### src/rtl/fwc_regs.vh
// register indices, field positions and codes of the flash write control
`ifndef FWC_REGS_VH
`define FWC_REGS_VH

// register indices; byte address is four times the index
`define FWC_IDX_STAT 20'h80000
`define FWC_IDX_CMDH 20'h80002
`define FWC_IDX_SECL 20'h80004
`define FWC_IDX_SECH 20'h80006
`define FWC_IDX_D0L 20'h80008
`define FWC_IDX_D0H 20'h8000A
`define FWC_IDX_D1L 20'h8000C
`define FWC_IDX_D1H 20'h8000E
`define FWC_IDX_ADRL 20'h80010
`define FWC_IDX_ADRH 20'h80012
`define FWC_IDX_FAULT 20'h80014

// command register fields
`define FWC_START_BIT 15
`define FWC_PAUSE_BIT 14
`define FWC_SWP_BIT 13
`define FWC_DWP_BIT 12
`define FWC_WIPE_BIT 11
`define FWC_PROT_BIT 8
`define FWC_CMD_MASK 16'hF900

// status and fault fields
`define FWC_LOCK_BIT 4
`define FWC_BUSY_BIT 1
`define FWC_ERR_BIT 0
`define FWC_SEQ_BIT 1

`define FWC_RESET_16 16'h0000
`define FWC_INVALID_DATA 16'hFFFF
`define FWC_TRAP_CODE 8'h9B

// protection register window
`define FWC_PROT_LO 32'h0008DFB0
`define FWC_PROT_HI 32'h0008DFBF

// fill values of the two erase phases
`define FWC_FILL_PRE 8'h00
`define FWC_FILL_ERASE 8'hFF

// operation codes
`define FWC_OP_NONE 3'h0
`define FWC_OP_SWP 3'h1
`define FWC_OP_DWP 3'h2
`define FWC_OP_WIPE 3'h3
`define FWC_OP_PROT 3'h4

// bus answers
`define FWC_RESP_OKAY 2'h0
`define FWC_RESP_SLVERR 2'h2

`endif

### src/rtl/fwc_sync.v
// two-stage synchroniser for pin inputs
`timescale 1ns/1ns
`default_nettype none
module fwc_sync #(
    parameter W = 1
) (
    input wire clk,
    input wire rst,
    input wire [W-1:0] d,
    output wire [W-1:0] q
);
    reg [W-1:0] meta_ff;
    reg [W-1:0] sync_ff;

    always @(posedge clk) begin
        if (rst) begin
            meta_ff <= {W{1'b0}};
            sync_ff <= {W{1'b0}};
        end else begin
            meta_ff <= d;
            sync_ff <= meta_ff;
        end
    end

    assign q = sync_ff;
endmodule
`default_nettype wire

### src/rtl/fwc_axil.v
// axi4-lite slave front end producing register strobes
`timescale 1ns/1ns
`default_nettype none
`include "fwc_regs.vh"
module fwc_axil #(
    parameter AW = 22
) (
    input wire clk,
    input wire rst,
    // write channels
    input wire [AW-1:0] awaddr,
    input wire awvalid,
    output wire awready,
    input wire [31:0] wdata,
    input wire [3:0] wstrb,
    input wire wvalid,
    output wire wready,
    output wire [1:0] bresp,
    output wire bvalid,
    input wire bready,
    // read channels
    input wire [AW-1:0] araddr,
    input wire arvalid,
    output wire arready,
    output wire [31:0] rdata,
    output wire [1:0] rresp,
    output wire rvalid,
    input wire rready,
    // register side
    output wire wr_stb,
    output wire [AW-1:0] wr_addr,
    output wire [31:0] wr_data,
    output wire [3:0] wr_strb,
    input wire wr_hit,
    output wire rd_stb,
    output wire [AW-1:0] rd_addr,
    input wire [15:0] rd_data,
    input wire rd_hit
);
    reg aw_full_ff;
    reg w_full_ff;
    reg [AW-1:0] awaddr_ff;
    reg [31:0] wdata_ff;
    reg [3:0] wstrb_ff;
    reg bvalid_ff;
    reg [1:0] bresp_ff;
    reg rvalid_ff;
    reg [1:0] rresp_ff;
    reg [15:0] rdata_ff;

    // address and data are taken in either order, response after both
    assign awready = !aw_full_ff && !bvalid_ff;
    assign wready = !w_full_ff && !bvalid_ff;
    assign wr_stb = aw_full_ff && w_full_ff && !bvalid_ff;
    assign wr_addr = awaddr_ff;
    assign wr_data = wdata_ff;
    assign wr_strb = wstrb_ff;
    assign bvalid = bvalid_ff;
    assign bresp = bresp_ff;

    assign arready = !rvalid_ff;
    assign rd_stb = arvalid && !rvalid_ff;
    assign rd_addr = araddr;
    assign rvalid = rvalid_ff;
    assign rresp = rresp_ff;
    assign rdata = {16'h0000, rdata_ff};

    always @(posedge clk) begin
        if (rst) begin
            aw_full_ff <= 1'b0;
            w_full_ff <= 1'b0;
            awaddr_ff <= {AW{1'b0}};
            wdata_ff <= 32'h00000000;
            wstrb_ff <= 4'h0;
            bvalid_ff <= 1'b0;
            bresp_ff <= `FWC_RESP_OKAY;
            rvalid_ff <= 1'b0;
            rresp_ff <= `FWC_RESP_OKAY;
            rdata_ff <= `FWC_RESET_16;
        end else begin
            if (awvalid && awready) begin
                aw_full_ff <= 1'b1;
                awaddr_ff <= awaddr;
            end
            if (wvalid && wready) begin
                w_full_ff <= 1'b1;
                wdata_ff <= wdata;
                wstrb_ff <= wstrb;
            end
            if (wr_stb) begin
                aw_full_ff <= 1'b0;
                w_full_ff <= 1'b0;
                bvalid_ff <= 1'b1;
                bresp_ff <= wr_hit ? `FWC_RESP_OKAY : `FWC_RESP_SLVERR;
            end else if (bvalid_ff && bready) begin
                bvalid_ff <= 1'b0;
            end
            if (rd_stb) begin
                rvalid_ff <= 1'b1;
                rdata_ff <= rd_hit ? rd_data : `FWC_RESET_16;
                rresp_ff <= rd_hit ? `FWC_RESP_OKAY : `FWC_RESP_SLVERR;
            end else if (rvalid_ff && rready) begin
                rvalid_ff <= 1'b0;
            end
        end
    end
endmodule
`default_nettype wire

### src/rtl/fwc_top.v
// flash write operation select, start, suspend and resume control
//
// Design decision made here: the AXI4-Lite slave port.
`timescale 1ns/1ns
`default_nettype none
`include "fwc_regs.vh"
module fwc_top #(
    parameter AW = 22,
    parameter [31:0] TEST_LO = 32'h00000000,
    parameter [31:0] TEST_HI = 32'h00001FFF
) (
    // clock and reset
    input wire CLOCK,
    input wire SYS_RST,
    // axi4-lite register bus
    input wire [AW-1:0] S_AXI_AWADDR,
    input wire S_AXI_AWVALID,
    output wire S_AXI_AWREADY,
    input wire [31:0] S_AXI_WDATA,
    input wire [3:0] S_AXI_WSTRB,
    input wire S_AXI_WVALID,
    output wire S_AXI_WREADY,
    output wire [1:0] S_AXI_BRESP,
    output wire S_AXI_BVALID,
    input wire S_AXI_BREADY,
    input wire [AW-1:0] S_AXI_ARADDR,
    input wire S_AXI_ARVALID,
    output wire S_AXI_ARREADY,
    output wire [31:0] S_AXI_RDATA,
    output wire [1:0] S_AXI_RRESP,
    output wire S_AXI_RVALID,
    input wire S_AXI_RREADY,
    // flash array engine
    output wire ARR_GO,
    output wire ARR_SUSPEND,
    output wire ARR_RESUME,
    output wire [2:0] ARR_OP,
    output wire [31:0] ARR_ADDR,
    output wire [63:0] ARR_WDATA,
    output wire [7:0] ARR_FILL,
    output wire [31:0] ARR_SECTORS,
    input wire [63:0] ARR_OLD,
    input wire ARR_DONE,
    // bank access and mode
    input wire BOOT_MODE,
    input wire BANK_RD,
    output wire BANK_TRAP,
    output wire [7:0] TRAP_NUM,
    output wire BANK_WR_EN,
    output wire TEST_SECTOR_VISIBLE
);
    localparam [2:0] ST_IDLE = 3'd0;
    localparam [2:0] ST_PRE = 3'd1;
    localparam [2:0] ST_RUN = 3'd2;
    localparam [2:0] ST_PSUSP = 3'd3;
    localparam [2:0] ST_ESUSP = 3'd4;
    localparam [2:0] ST_NEST = 3'd5;

    wire wr_stb;
    wire rd_stb;
    wire [AW-1:0] wr_addr;
    wire [AW-1:0] rd_addr;
    wire [31:0] wr_data;
    wire [3:0] wr_strb;
    wire boot_sync;
    reg [15:0] rd_val;
    reg rd_hit;
    reg wr_hit;

    reg [2:0] state_ff, nxt_state;
    reg [2:0] op_ff, nxt_op;
    reg phase_ff, nxt_phase;
    reg [15:0] cmd_ff, nxt_cmd;
    reg busy_ff, nxt_busy;
    reg lock_ff, nxt_lock;
    reg err_ff, nxt_err;
    reg seq_ff, nxt_seq;
    reg [15:0] secl_ff, sech_ff, d0l_ff, d0h_ff, d1l_ff, d1h_ff;
    reg [15:0] adrl_ff, adrh_ff;
    reg go_ff, nxt_go;
    reg pause_request_ff, nxt_pause_request;
    reg resume_ff, nxt_resume;
    reg [7:0] fill_ff, nxt_fill;
    reg [31:0] aaddr_ff;
    reg [63:0] wdata_ff;
    reg trap_ff;

    fwc_axil #(.AW(AW)) u_bus (
        .clk(CLOCK), .rst(SYS_RST),
        .awaddr(S_AXI_AWADDR), .awvalid(S_AXI_AWVALID),
        .awready(S_AXI_AWREADY), .wdata(S_AXI_WDATA),
        .wstrb(S_AXI_WSTRB), .wvalid(S_AXI_WVALID),
        .wready(S_AXI_WREADY), .bresp(S_AXI_BRESP),
        .bvalid(S_AXI_BVALID), .bready(S_AXI_BREADY),
        .araddr(S_AXI_ARADDR), .arvalid(S_AXI_ARVALID),
        .arready(S_AXI_ARREADY), .rdata(S_AXI_RDATA),
        .rresp(S_AXI_RRESP), .rvalid(S_AXI_RVALID),
        .rready(S_AXI_RREADY),
        .wr_stb(wr_stb), .wr_addr(wr_addr), .wr_data(wr_data),
        .wr_strb(wr_strb), .wr_hit(wr_hit),
        .rd_stb(rd_stb), .rd_addr(rd_addr), .rd_data(rd_val),
        .rd_hit(rd_hit)
    );

    fwc_sync #(.W(1)) u_boot (
        .clk(CLOCK), .rst(SYS_RST), .d(BOOT_MODE), .q(boot_sync)
    );

    wire [19:0] wr_idx = wr_addr[AW-1:2];
    wire [19:0] rd_idx = rd_addr[AW-1:2];
    wire [15:0] lane = {{8{wr_strb[1]}}, {8{wr_strb[0]}}};
    wire [15:0] wv = (cmd_ff & ~lane) | (wr_data[15:0] & lane);
    wire [31:0] tgt = {adrh_ff, adrl_ff};
    // lock only lets the pause bit and the status word through
    wire reg_wr = wr_stb && !lock_ff;
    wire cmd_wr = wr_stb && (wr_idx == `FWC_IDX_CMDH);
    // a write of zero to start is simply not a request
    wire go_req = cmd_wr && !lock_ff && wv[`FWC_START_BIT];
    wire fault = err_ff || seq_ff;
    wire in_test = (tgt >= TEST_LO) && (tgt <= TEST_HI);
    wire prot_ok = (tgt >= `FWC_PROT_LO) && (tgt <= `FWC_PROT_HI);
    wire pick_prog = wv[`FWC_SWP_BIT] || wv[`FWC_DWP_BIT];
    wire [2:0] prog_op = wv[`FWC_DWP_BIT] ? `FWC_OP_DWP : `FWC_OP_SWP;

    // address decode, unmapped answers slverr
    always @* begin
        wr_hit = 1'b1;
        if (wr_idx == `FWC_IDX_STAT || wr_idx == `FWC_IDX_CMDH) begin
            wr_hit = 1'b1;
        end else if (wr_idx >= `FWC_IDX_SECL &&
                     wr_idx <= `FWC_IDX_FAULT && !wr_idx[0]) begin
            wr_hit = 1'b1;
        end else begin
            wr_hit = 1'b0;
        end
    end

    always @* begin
        rd_hit = 1'b1;
        rd_val = `FWC_RESET_16;
        if (rd_idx == `FWC_IDX_STAT) begin
            rd_val[`FWC_LOCK_BIT] = lock_ff;
            rd_val[`FWC_BUSY_BIT] = busy_ff;
        end else if (lock_ff) begin
            rd_val = `FWC_INVALID_DATA;
            rd_hit = (rd_idx >= `FWC_IDX_CMDH) &&
                     (rd_idx <= `FWC_IDX_FAULT) && !rd_idx[0];
        end else if (rd_idx == `FWC_IDX_CMDH) begin
            rd_val = cmd_ff;
        end else if (rd_idx == `FWC_IDX_SECL) begin
            rd_val = secl_ff;
        end else if (rd_idx == `FWC_IDX_SECH) begin
            rd_val = sech_ff;
        end else if (rd_idx == `FWC_IDX_D0L) begin
            rd_val = d0l_ff;
        end else if (rd_idx == `FWC_IDX_D0H) begin
            rd_val = d0h_ff;
        end else if (rd_idx == `FWC_IDX_D1L) begin
            rd_val = d1l_ff;
        end else if (rd_idx == `FWC_IDX_D1H) begin
            rd_val = d1h_ff;
        end else if (rd_idx == `FWC_IDX_ADRL) begin
            rd_val = adrl_ff;
        end else if (rd_idx == `FWC_IDX_ADRH) begin
            rd_val = adrh_ff;
        end else if (rd_idx == `FWC_IDX_FAULT) begin
            rd_val[`FWC_ERR_BIT] = err_ff;
            rd_val[`FWC_SEQ_BIT] = seq_ff;
        end else begin
            rd_hit = 1'b0;
        end
    end

    // select bit of an operation, for self-clearing
    function [15:0] sel_mask;
        input [2:0] op;
        begin
            sel_mask = 16'h0000;
            case (op)
                `FWC_OP_SWP: sel_mask[`FWC_SWP_BIT] = 1'b1;
                `FWC_OP_DWP: sel_mask[`FWC_DWP_BIT] = 1'b1;
                `FWC_OP_WIPE: sel_mask[`FWC_WIPE_BIT] = 1'b1;
                `FWC_OP_PROT: sel_mask[`FWC_PROT_BIT] = 1'b1;
                default: sel_mask = 16'h0000;
            endcase
        end
    endfunction

    always @* begin
        nxt_state = state_ff;
        nxt_op = op_ff;
        nxt_phase = phase_ff;
        nxt_cmd = cmd_ff;
        nxt_busy = busy_ff;
        nxt_lock = lock_ff;
        nxt_err = err_ff;
        nxt_seq = seq_ff;
        nxt_go = 1'b0;
        nxt_pause_request = 1'b0;
        nxt_resume = 1'b0;
        nxt_fill = fill_ff;
        // start bit never taken from software
        if (cmd_wr && !lock_ff) begin
            nxt_cmd = (wv & `FWC_CMD_MASK) & ~(16'h0001 << `FWC_START_BIT);
            nxt_cmd[`FWC_START_BIT] = cmd_ff[`FWC_START_BIT];
        end else if (cmd_wr) begin
            nxt_cmd[`FWC_PAUSE_BIT] = wv[`FWC_PAUSE_BIT];
        end
        if (reg_wr && wr_idx == `FWC_IDX_FAULT) begin
            nxt_err = wr_data[`FWC_ERR_BIT];
            nxt_seq = wr_data[`FWC_SEQ_BIT];
        end
        case (state_ff)
            ST_IDLE: begin
                if (go_req && !fault && !wv[`FWC_PAUSE_BIT]) begin
                    if (wv[`FWC_PROT_BIT]) begin
                        nxt_op = `FWC_OP_PROT;
                    end else if (wv[`FWC_WIPE_BIT]) begin
                        nxt_op = `FWC_OP_WIPE;
                    end else if (pick_prog) begin
                        nxt_op = prog_op;
                    end else begin
                        nxt_op = `FWC_OP_NONE;
                    end
                    if (wv[`FWC_PROT_BIT] && !prot_ok) begin
                        nxt_seq = 1'b1;
                        nxt_err = 1'b1;
                    end else if (!wv[`FWC_PROT_BIT] && !wv[`FWC_WIPE_BIT]
                                 && pick_prog && in_test) begin
                        nxt_seq = 1'b1;
                        nxt_err = 1'b1;
                    end else if (nxt_op != `FWC_OP_NONE) begin
                        nxt_cmd[`FWC_START_BIT] = 1'b1;
                        nxt_busy = 1'b1;
                        nxt_lock = 1'b1;
                        nxt_go = 1'b1;
                        nxt_phase = 1'b0;
                        nxt_fill = `FWC_FILL_PRE;
                        nxt_state = (nxt_op == `FWC_OP_WIPE) ? ST_PRE : ST_RUN;
                    end
                end
            end
            ST_PRE, ST_RUN, ST_NEST: begin
                if (ARR_DONE && state_ff == ST_PRE) begin
                    nxt_phase = 1'b1;
                    nxt_fill = `FWC_FILL_ERASE;
                    nxt_go = 1'b1;
                    nxt_state = ST_RUN;
                end else if (ARR_DONE) begin
                    nxt_cmd = nxt_cmd & ~sel_mask(op_ff);
                    nxt_cmd[`FWC_START_BIT] = 1'b0;
                    nxt_busy = state_ff == ST_NEST ? 1'b0 : 1'b0;
                    nxt_lock = 1'b0;
                    if (state_ff == ST_NEST) begin
                        nxt_op = `FWC_OP_WIPE;
                        nxt_state = ST_ESUSP;
                    end else begin
                        nxt_state = ST_IDLE;
                    end
                end else if (cmd_ff[`FWC_PAUSE_BIT] && state_ff != ST_NEST
                             && op_ff != `FWC_OP_PROT) begin
                    nxt_pause_request = 1'b1;
                    nxt_busy = 1'b0;
                    nxt_lock = 1'b0;
                    nxt_cmd[`FWC_START_BIT] = 1'b0;
                    nxt_state = (op_ff == `FWC_OP_WIPE) ? ST_ESUSP : ST_PSUSP;
                end
            end
            ST_PSUSP: begin
                if (go_req) begin
                    if (!fault && !wv[`FWC_PAUSE_BIT] &&
                        (wv & sel_mask(op_ff)) != 16'h0000) begin
                        nxt_resume = 1'b1;
                        nxt_busy = 1'b1;
                        nxt_lock = 1'b1;
                        nxt_cmd[`FWC_START_BIT] = 1'b1;
                        nxt_state = ST_RUN;
                    end else begin
                        nxt_seq = 1'b1;
                        nxt_err = 1'b1;
                    end
                end
            end
            ST_ESUSP: begin
                // erase resume or a nested program
                if (go_req) begin
                    if (fault || wv[`FWC_PAUSE_BIT] || wv[`FWC_PROT_BIT]) begin
                        nxt_seq = 1'b1;
                        nxt_err = 1'b1;
                    end else if (pick_prog && !in_test) begin
                        nxt_op = prog_op;
                        nxt_go = 1'b1;
                        nxt_busy = 1'b1;
                        nxt_lock = 1'b1;
                        nxt_cmd[`FWC_START_BIT] = 1'b1;
                        nxt_state = ST_NEST;
                    end else if (wv[`FWC_WIPE_BIT] && !pick_prog) begin
                        nxt_resume = 1'b1;
                        nxt_busy = 1'b1;
                        nxt_lock = 1'b1;
                        nxt_cmd[`FWC_START_BIT] = 1'b1;
                        nxt_state = phase_ff ? ST_RUN : ST_PRE;
                    end else begin
                        nxt_seq = 1'b1;
                        nxt_err = 1'b1;
                    end
                end
            end
            default: begin
                nxt_state = ST_IDLE;
            end
        endcase
    end

    always @(posedge CLOCK) begin
        if (SYS_RST) begin
            state_ff <= ST_IDLE;
            op_ff <= `FWC_OP_NONE;
            phase_ff <= 1'b0;
            cmd_ff <= `FWC_RESET_16;
            busy_ff <= 1'b0;
            lock_ff <= 1'b0;
            err_ff <= 1'b0;
            seq_ff <= 1'b0;
            secl_ff <= `FWC_RESET_16;
            sech_ff <= `FWC_RESET_16;
            d0l_ff <= `FWC_RESET_16;
            d0h_ff <= `FWC_RESET_16;
            d1l_ff <= `FWC_RESET_16;
            d1h_ff <= `FWC_RESET_16;
            adrl_ff <= `FWC_RESET_16;
            adrh_ff <= `FWC_RESET_16;
            go_ff <= 1'b0;
            pause_request_ff <= 1'b0;
            resume_ff <= 1'b0;
            fill_ff <= `FWC_FILL_PRE;
            aaddr_ff <= 32'h00000000;
            wdata_ff <= 64'h0000000000000000;
            trap_ff <= 1'b0;
        end else begin
            state_ff <= nxt_state;
            op_ff <= nxt_op;
            phase_ff <= nxt_phase;
            cmd_ff <= nxt_cmd;
            busy_ff <= nxt_busy;
            lock_ff <= nxt_lock;
            err_ff <= nxt_err;
            seq_ff <= nxt_seq;
            go_ff <= nxt_go;
            pause_request_ff <= nxt_pause_request;
            resume_ff <= nxt_resume;
            fill_ff <= nxt_fill;
            if (reg_wr) begin
                if (wr_idx == `FWC_IDX_SECL) secl_ff <= wr_data[15:0];
                if (wr_idx == `FWC_IDX_SECH) sech_ff <= wr_data[15:0];
                if (wr_idx == `FWC_IDX_D0L) d0l_ff <= wr_data[15:0];
                if (wr_idx == `FWC_IDX_D0H) d0h_ff <= wr_data[15:0];
                if (wr_idx == `FWC_IDX_D1L) d1l_ff <= wr_data[15:0];
                if (wr_idx == `FWC_IDX_D1H) d1h_ff <= wr_data[15:0];
                if (wr_idx == `FWC_IDX_ADRL) adrl_ff <= wr_data[15:0];
                if (wr_idx == `FWC_IDX_ADRH) adrh_ff <= wr_data[15:0];
            end
            if (nxt_go && state_ff != ST_PRE) begin
                aaddr_ff <= tgt;
                wdata_ff <= {d1h_ff, d1l_ff, d0h_ff, d0l_ff} & ARR_OLD;
            end
            trap_ff <= (BANK_RD && busy_ff) ||
                       (rd_stb && lock_ff && rd_idx != `FWC_IDX_STAT);
        end
    end

    assign ARR_GO = go_ff;
    assign ARR_SUSPEND = pause_request_ff;
    assign ARR_RESUME = resume_ff;
    assign ARR_OP = op_ff;
    assign ARR_ADDR = aaddr_ff;
    assign ARR_WDATA = wdata_ff;
    assign ARR_FILL = fill_ff;
    assign ARR_SECTORS = {sech_ff, secl_ff};
    assign BANK_TRAP = trap_ff;
    assign TRAP_NUM = `FWC_TRAP_CODE;
    assign BANK_WR_EN = !busy_ff;
    // test sector shown in bootstrap only
    assign TEST_SECTOR_VISIBLE = boot_sync;
endmodule
`default_nettype wire

### config.mk
export PLATFORM = sky130hd
export DESIGN_NAME = fwc_top
export DESIGN_NICKNAME = d
export VERILOG_FILES = /design/src/rtl/fwc_sync.v /design/src/rtl/fwc_axil.v /design/src/rtl/fwc_top.v
export VERILOG_INCLUDE_DIRS = /design/src /design/src/rtl
export SDC_FILE = /design/constraint.sdc
export NUM_CORES = 1
export LEC_CHECK = 0
export BUFFER_PORTS_ARGS = -buffer_cell sky130_fd_sc_hd__buf_2
export CORE_UTILIZATION = 50
export CTS_BUF_LIST = sky130_fd_sc_hd__clkbuf_2 sky130_fd_sc_hd__clkbuf_4 sky130_fd_sc_hd__clkbuf_8
export CTS_CLUSTER_DIAMETER = 100
export DETAILED_ROUTE_END_ITERATION = 8
export HOLD_SLACK_MARGIN = 0.12
export PLACE_DENSITY = 0.77
export RECOVER_POWER = 25
export SLEW_MARGIN = 20
export SYNTH_ARGS = -nofsm -noshare
export SYNTH_HDL_FRONTEND = slang
export SYNTH_HIERARCHICAL = 1
export SYNTH_SLANG_ARGS = --single-unit
export TNS_END_PERCENT = 5
### constraint.sdc
create_clock -name CLOCK -period 2.9 [get_ports CLOCK]
set_input_delay 0.435 -clock CLOCK [delete_from_list [all_inputs] [get_ports CLOCK]]
set_output_delay 0.435 -clock CLOCK [all_outputs]
set_load 0.01 [all_outputs]
# Word-level counts from Yosys, hierarchy flattened
# Cells that the tools add are included.
# W data, S select, Z words.
[word_totals] ff_bits=328 latchBits=0 ramBits=0 rom_bits=0 in_bits=154 elab_cells=360 memories=0
[classes] n_addsub=0 n_mul=0 div=0 magnitude_cmp=8 n_eq_ne=52 n_shift=0 mux=176 bitwise_logic=9 n_reduce_logical=80
[ops] operator="$eq A20 B20 Y1 const B" count=22
[ops] operator="$mux W16" count=11
[ops] operator="$mux W1" count=100
[ops] operator="$mux W8" count=10
[ops] operator="$mux W3" count=25
[ops] operator="$and A64 B64 Y64" count=1
[ops] operator="$and A16 B16 Y16" count=3
[ops] operator="$ge A20 B20 Y1 const B" count=2
[ops] operator="$le A20 B20 Y1 const B" count=2
[ops] operator="$logic_and A1 B1 Y1" count=37
[ops] operator="$ge A32 B1 Y1 const B" count=1
[ops] operator="$ge A32 B20 Y1 const B" count=1
[ops] operator="$le A32 B13 Y1 const B" count=1
[ops] operator="$le A32 B20 Y1 const B" count=1
[ops] operator="$mux W15" count=2
[ops] operator="$mux W2" count=15
[ops] operator="$mux W14" count=2
[ops] operator="$ne A2 B2 Y1 const B" count=13
[ops] operator="$ne A20 B20 Y1 const B" count=1
[ops] operator="$not A16 Y16" count=1
[ops] operator="$or A16 B16 Y16" count=1
[ops] operator="$pmux W8 S2" count=1
[ops] operator="$reduce_and A2 Y1" count=8
[ops] operator="$reduce_bool A16 Y1" count=1
[ops] operator="other kinds (28)" count=63

# Depth between registers and ports, before layout
[depth] word_depth=16 mapped_depth=14

# Hierarchy
# Netlist, hierarchy kept.
[modules_own_cells] mod="fwc_top" n_inst=1 cells_per_inst=1473 area_each_um2=11020.6
[modules_own_cells] mod="fwc_axil" n_inst=1 cells_per_inst=395 area_each_um2=3185.6
[modules_own_cells] mod="fwc_sync" n_inst=1 cells_per_inst=4 area_each_um2=52.6

# Least setup slack after synthesis
# Ideal clock, no wire load.
[synth_timing] path_kind="input -> register" from="in S_AXI_ARADDR[10]" to="reg u_bus.rdata_ff[10]" t_arrival_ns=3.027 slack_ns=-0.197 cell_stages=14 path_cell_list="buf_4 -> nor4_1 -> and4b_1 -> clkbuf_1 -> nand4_1 -> nor2_1 -> buf_2 -> nor2_1 -> nand4b_1 -> a32o_1 -> clkbuf_1 -> clkbuf_1 -> nand3_1 -> a21oi_1"
[synth_via] elab_chain_len=14 word_cells_on_any_way=39
[synth_lines] element="from (decl)" line="fwc_top.v:26" text="input wire [AW-1:0] S_AXI_ARADDR,"
[synth_lines] element="$eq A20 B20 Y1 (no line)"
[synth_lines] element="$mux W1" line="fwc_top.v:166" text="end else if (rd_idx == `FWC_IDX_FAULT) begin"
[synth_lines] element="$mux W1" line="fwc_top.v:164" text="end else if (rd_idx == `FWC_IDX_ADRH) begin"
[synth_lines] element="$mux W1" line="fwc_top.v:162" text="end else if (rd_idx == `FWC_IDX_ADRL) begin"
[synth_lines] element="$mux W1" line="fwc_top.v:160" text="end else if (rd_idx == `FWC_IDX_D1H) begin"
[synth_lines] element="$mux W1" line="fwc_top.v:158" text="end else if (rd_idx == `FWC_IDX_D1L) begin"
[synth_lines] element="$mux W1" line="fwc_top.v:156" text="end else if (rd_idx == `FWC_IDX_D0H) begin"
[synth_lines] element="$mux W1" line="fwc_top.v:154" text="end else if (rd_idx == `FWC_IDX_D0L) begin"
[synth_lines] element="$mux W1" line="fwc_top.v:152" text="end else if (rd_idx == `FWC_IDX_SECH) begin"
[synth_lines] element="$mux W1" line="fwc_top.v:150" text="end else if (rd_idx == `FWC_IDX_SECL) begin"
[synth_lines] element="$mux W1" line="fwc_top.v:148" text="end else if (rd_idx == `FWC_IDX_CMDH) begin"
[synth_lines] element="$mux W1" line="fwc_top.v:144" text="end else if (lock_ff) begin"
[synth_lines] element="$mux W1 *" line="fwc_top.v:141" text="if (rd_idx == `FWC_IDX_STAT) begin"
[synth_lines] element="named net rd_hit" line="fwc_top.v:67" text="reg rd_hit;"
[synth_lines] element="$mux W16 (no line) *"
[synth_lines] element="to (signal assigned)" line="fwc_axil.v:79" text="rdata_ff <= `FWC_RESET_16;"
[synth_lines] element="to (signal assigned)" line="fwc_axil.v:100" text="rdata_ff <= rd_hit ? rd_data : `FWC_RESET_16;"
[synth_lines] element="to (decl)" line="fwc_axil.v:49" text="reg [15:0] rdata_ff;"
# Mark *: on every way through the listed nets, which the timed path passes. The rest lies on a longest branch.
# A chain may end at the register's enable or synchronous reset.

# Worst setup path in the final report
[layout_timing] from="reg u_bus.awaddr_ff[11] (netlist: u_bus/wr_addr[11])" to="reg wdata_ff[22] (netlist: ARR_WDATA[22])"
[layout_via] elab_chain_len=9 word_cells_on_any_way=10
[layout_lines] element="from (decl)" line="fwc_axil.v:42" text="reg [AW-1:0] awaddr_ff;"
[layout_lines] element="from (signal assigned)" line="fwc_axil.v:72" text="awaddr_ff <= {AW{1'b0}};"
[layout_lines] element="from (signal assigned)" line="fwc_axil.v:83" text="awaddr_ff <= awaddr;"
[layout_lines] element="$eq A20 B20 Y1 (no line) *"
[layout_lines] element="$logic_and A1 B1 Y1 *" line="fwc_top.v:116" text="wire cmd_wr = wr_stb && (wr_idx == `FWC_IDX_CMDH);"
[layout_lines] element="$logic_and A1 B1 Y1 * (2 in a row)" line="fwc_top.v:118" text="wire go_req = cmd_wr && !lock_ff && wv[`FWC_START_BIT];"
[layout_lines] element="$logic_and A1 B1 Y1 (2 in a row)" line="fwc_top.v:215" text="if (go_req && !fault && !wv[`FWC_PAUSE_BIT]) begin"
[layout_lines] element="$mux W1" line="fwc_top.v:215"
[layout_lines] element="$pmux W1 S3 *" line="fwc_top.v:213" text="case (state_ff)"
[layout_lines] element="$logic_and A1 B1 Y1 *" line="fwc_top.v:363" text="if (nxt_go && state_ff != ST_PRE) begin"
[layout_lines] element="to (signal assigned)" line="fwc_top.v:365" text="wdata_ff <= {d1h_ff, d1l_ff, d0h_ff, d0l_ff} & ARR_OLD;"
[layout_lines] element="to (decl)" line="fwc_top.v:85" text="reg [63:0] wdata_ff;"
# Mark *: on every way between the ends. The rest lies on a longest branch, timed or not.

==> metrics <==
outcome finished, violations left; failing checks max-capacitance violations, max-slew violations; Remaining Overflow, GRT 0; gpl congestion roughly 1; max FFs per register 64; GRT met1 Usage 0.461; leakage power 6.57 nW; CP max stage delay 0.61 ns; dpl ws -0.0521 ns; CP Depth 9; Cell Rows 59; Die X about 170 um; Layout area overhead 28.1%; most used cell, CP buf_12; largest net degree at the start of global routing ~120; Initial DRT Pass Iterations 6; crit-path cells nor4_4 > nand4_1 > or4b_4 > nor3_4 > o21a_2 > buf_12 > buf_12 > nand3_1 > a21oi_1; initial core utilization 0.514; Die Span Y 167 um; Hold Path Depth 3; most frequent cells in the layout 514 x nand2_1, 318 x a21oi_1, 304 x dfxtp_1; Critical Path Start Type flip-flop; Fmax achieved 0.355 GHz; Via-to-Cell Ratio ~5.8; Post-Synthesis Cells 1,785; clock sinks 304; Ys Warns 6; Avg WL per Cell 19.8 um; maximum vdd drop around 0.39 mV; final net count 2,323; final std cells w/o fill 2,546; Crit path arrival time 3.32 ns; max-slew violations 116; # placed instances approximately 2,400; CP max FO 29; first-pass GRT wire length about 77,000 um; met3 Resource Use GR 0.0870; DR iter-0 viols 1,572; Final Cycle Share 0.971; slowest library cell on the worst path or4b_4; most common cell after layout, fill and taps aside nand2_1; vias in the first global route 13,719; CTS tree yes; GR Util met2 0.564; critical path's top delay family simple AND/OR/NAND/NOR gates; post-CTS setup buffers 0; Worst Hold Class input pin to flip-flop; required time worst endpoint 3.40 ns; via count 14,695; GRT Util Overall 0.355; layout cells sized above 1 0.198; initial antenna violation count 4; fin crit period 2.81 ns; Port Buf Inserts slightly below 300; post-synthesis instance area between 10,000 and 15,000 um2; max-cap violation count 1; Post-route DRC 0; RSZ-0062 raised after global routing false; clk root buf clkbuf_8; total power 0.00898 W; Post-DRT Antenna Nets 0; DRT Wirelength slightly above 50,000 um; critical path endpoint category flip-flop; mean post-synth cell area 7.59 um2; PD cells 517 nW/um2; Core ar. 26,400 um2; grt peak-use layer met2; H-tree levels 2; Fin. Hold Viols 0; R2R depth 9; Worst-Margin Slew 2.63 ns; clk slew on worst S/H paths roughly 0.060 ns; TritonCTS Buffers 49; CP Class flip-flop to flip-flop; Setup violations, final 0; setup_tns 0 ns; I/O pins about 350; die area 27,800 um2; Slew HR -0.752; DP Wirelength 34,400 um; latest clock arrival within the worst-skew pair 0.60 ns; crit path buf inv count 2; worst setup margin 0.0851 ns; clock buffer depth 3; Fin Clk Skew 0.0360 ns
layout make-up:
type                       instances  area [um2]
fill                            2257        8990
multi-input combinational       1292        6430
sequential                       304        6090
timing repair buffer             509        3260
clock buffer                      80        1000
tap                              335         419
clock inverter                    10         113
inverter                          13        48.8
antenna                            3        7.51
what timing repair did:
action | in CTS | in global routing
endpoints found under the hold margin | 81 | 1
endpoints found under the setup margin | 0 | 20
hold buffers | 81 | 1
gates resized for setup | 0 | 3
per-layer routing:
layer  part of all wire  vias to the layer above
li1                   -                     6822
met1               0.40                     6832
met2               0.45                      893
met3               0.11                      146
met4              0.042                        2
met5            0.00018                        -
worst reg2reg max path, delay by kind of cell, from the launching register on:
kind,cells,cell delay (ns)
and+or+nand+nor,5,1.55
AOI/OAI and AO/OA,2,0.45
buffers and inverters,2,0.41
DFF,1,0.33
final timing paths:
kind	start	to	slack [ns]
setup / recovery	u_bus/wr_addr[11]	ARR_WDATA[22]	0.09
hold reg to reg	ARR_WDATA[24]	ARR_WDATA[24]	0.45
setup reg to reg	u_bus/wr_addr[11]	ARR_WDATA[22]	0.09
hold / removal	ARR_OLD[11]	ARR_WDATA[11]	0.13
through the flow:
stage                     area (um2)  utilization  hold WS [ns]
after floorplan                13700            -         0.414
after global placement         15600        0.590         0.435
after detailed placement       15600        0.590         0.440
after CTS                      17500        0.663         0.120
after global routing           17400        0.659         0.131
final                          17400        0.659         0.132
power breakdown:
| group | leakage [nW] | internal [W] | switching, W | total [W] |
|---|---|---|---|---|
| Clock | 0.587 | 0.00237 | 0.00174 | 0.00411 |
| Sequential | 2.45 | 0.00422 | 0.0000878 | 0.00431 |
| Combinational | 3.53 | 0.000241 | 0.000321 | 0.000562 |
| Total | 6.57 | 0.00683 | 0.00215 | 0.00898 |
Note: power is estimated with default switching activity, not from simulation.
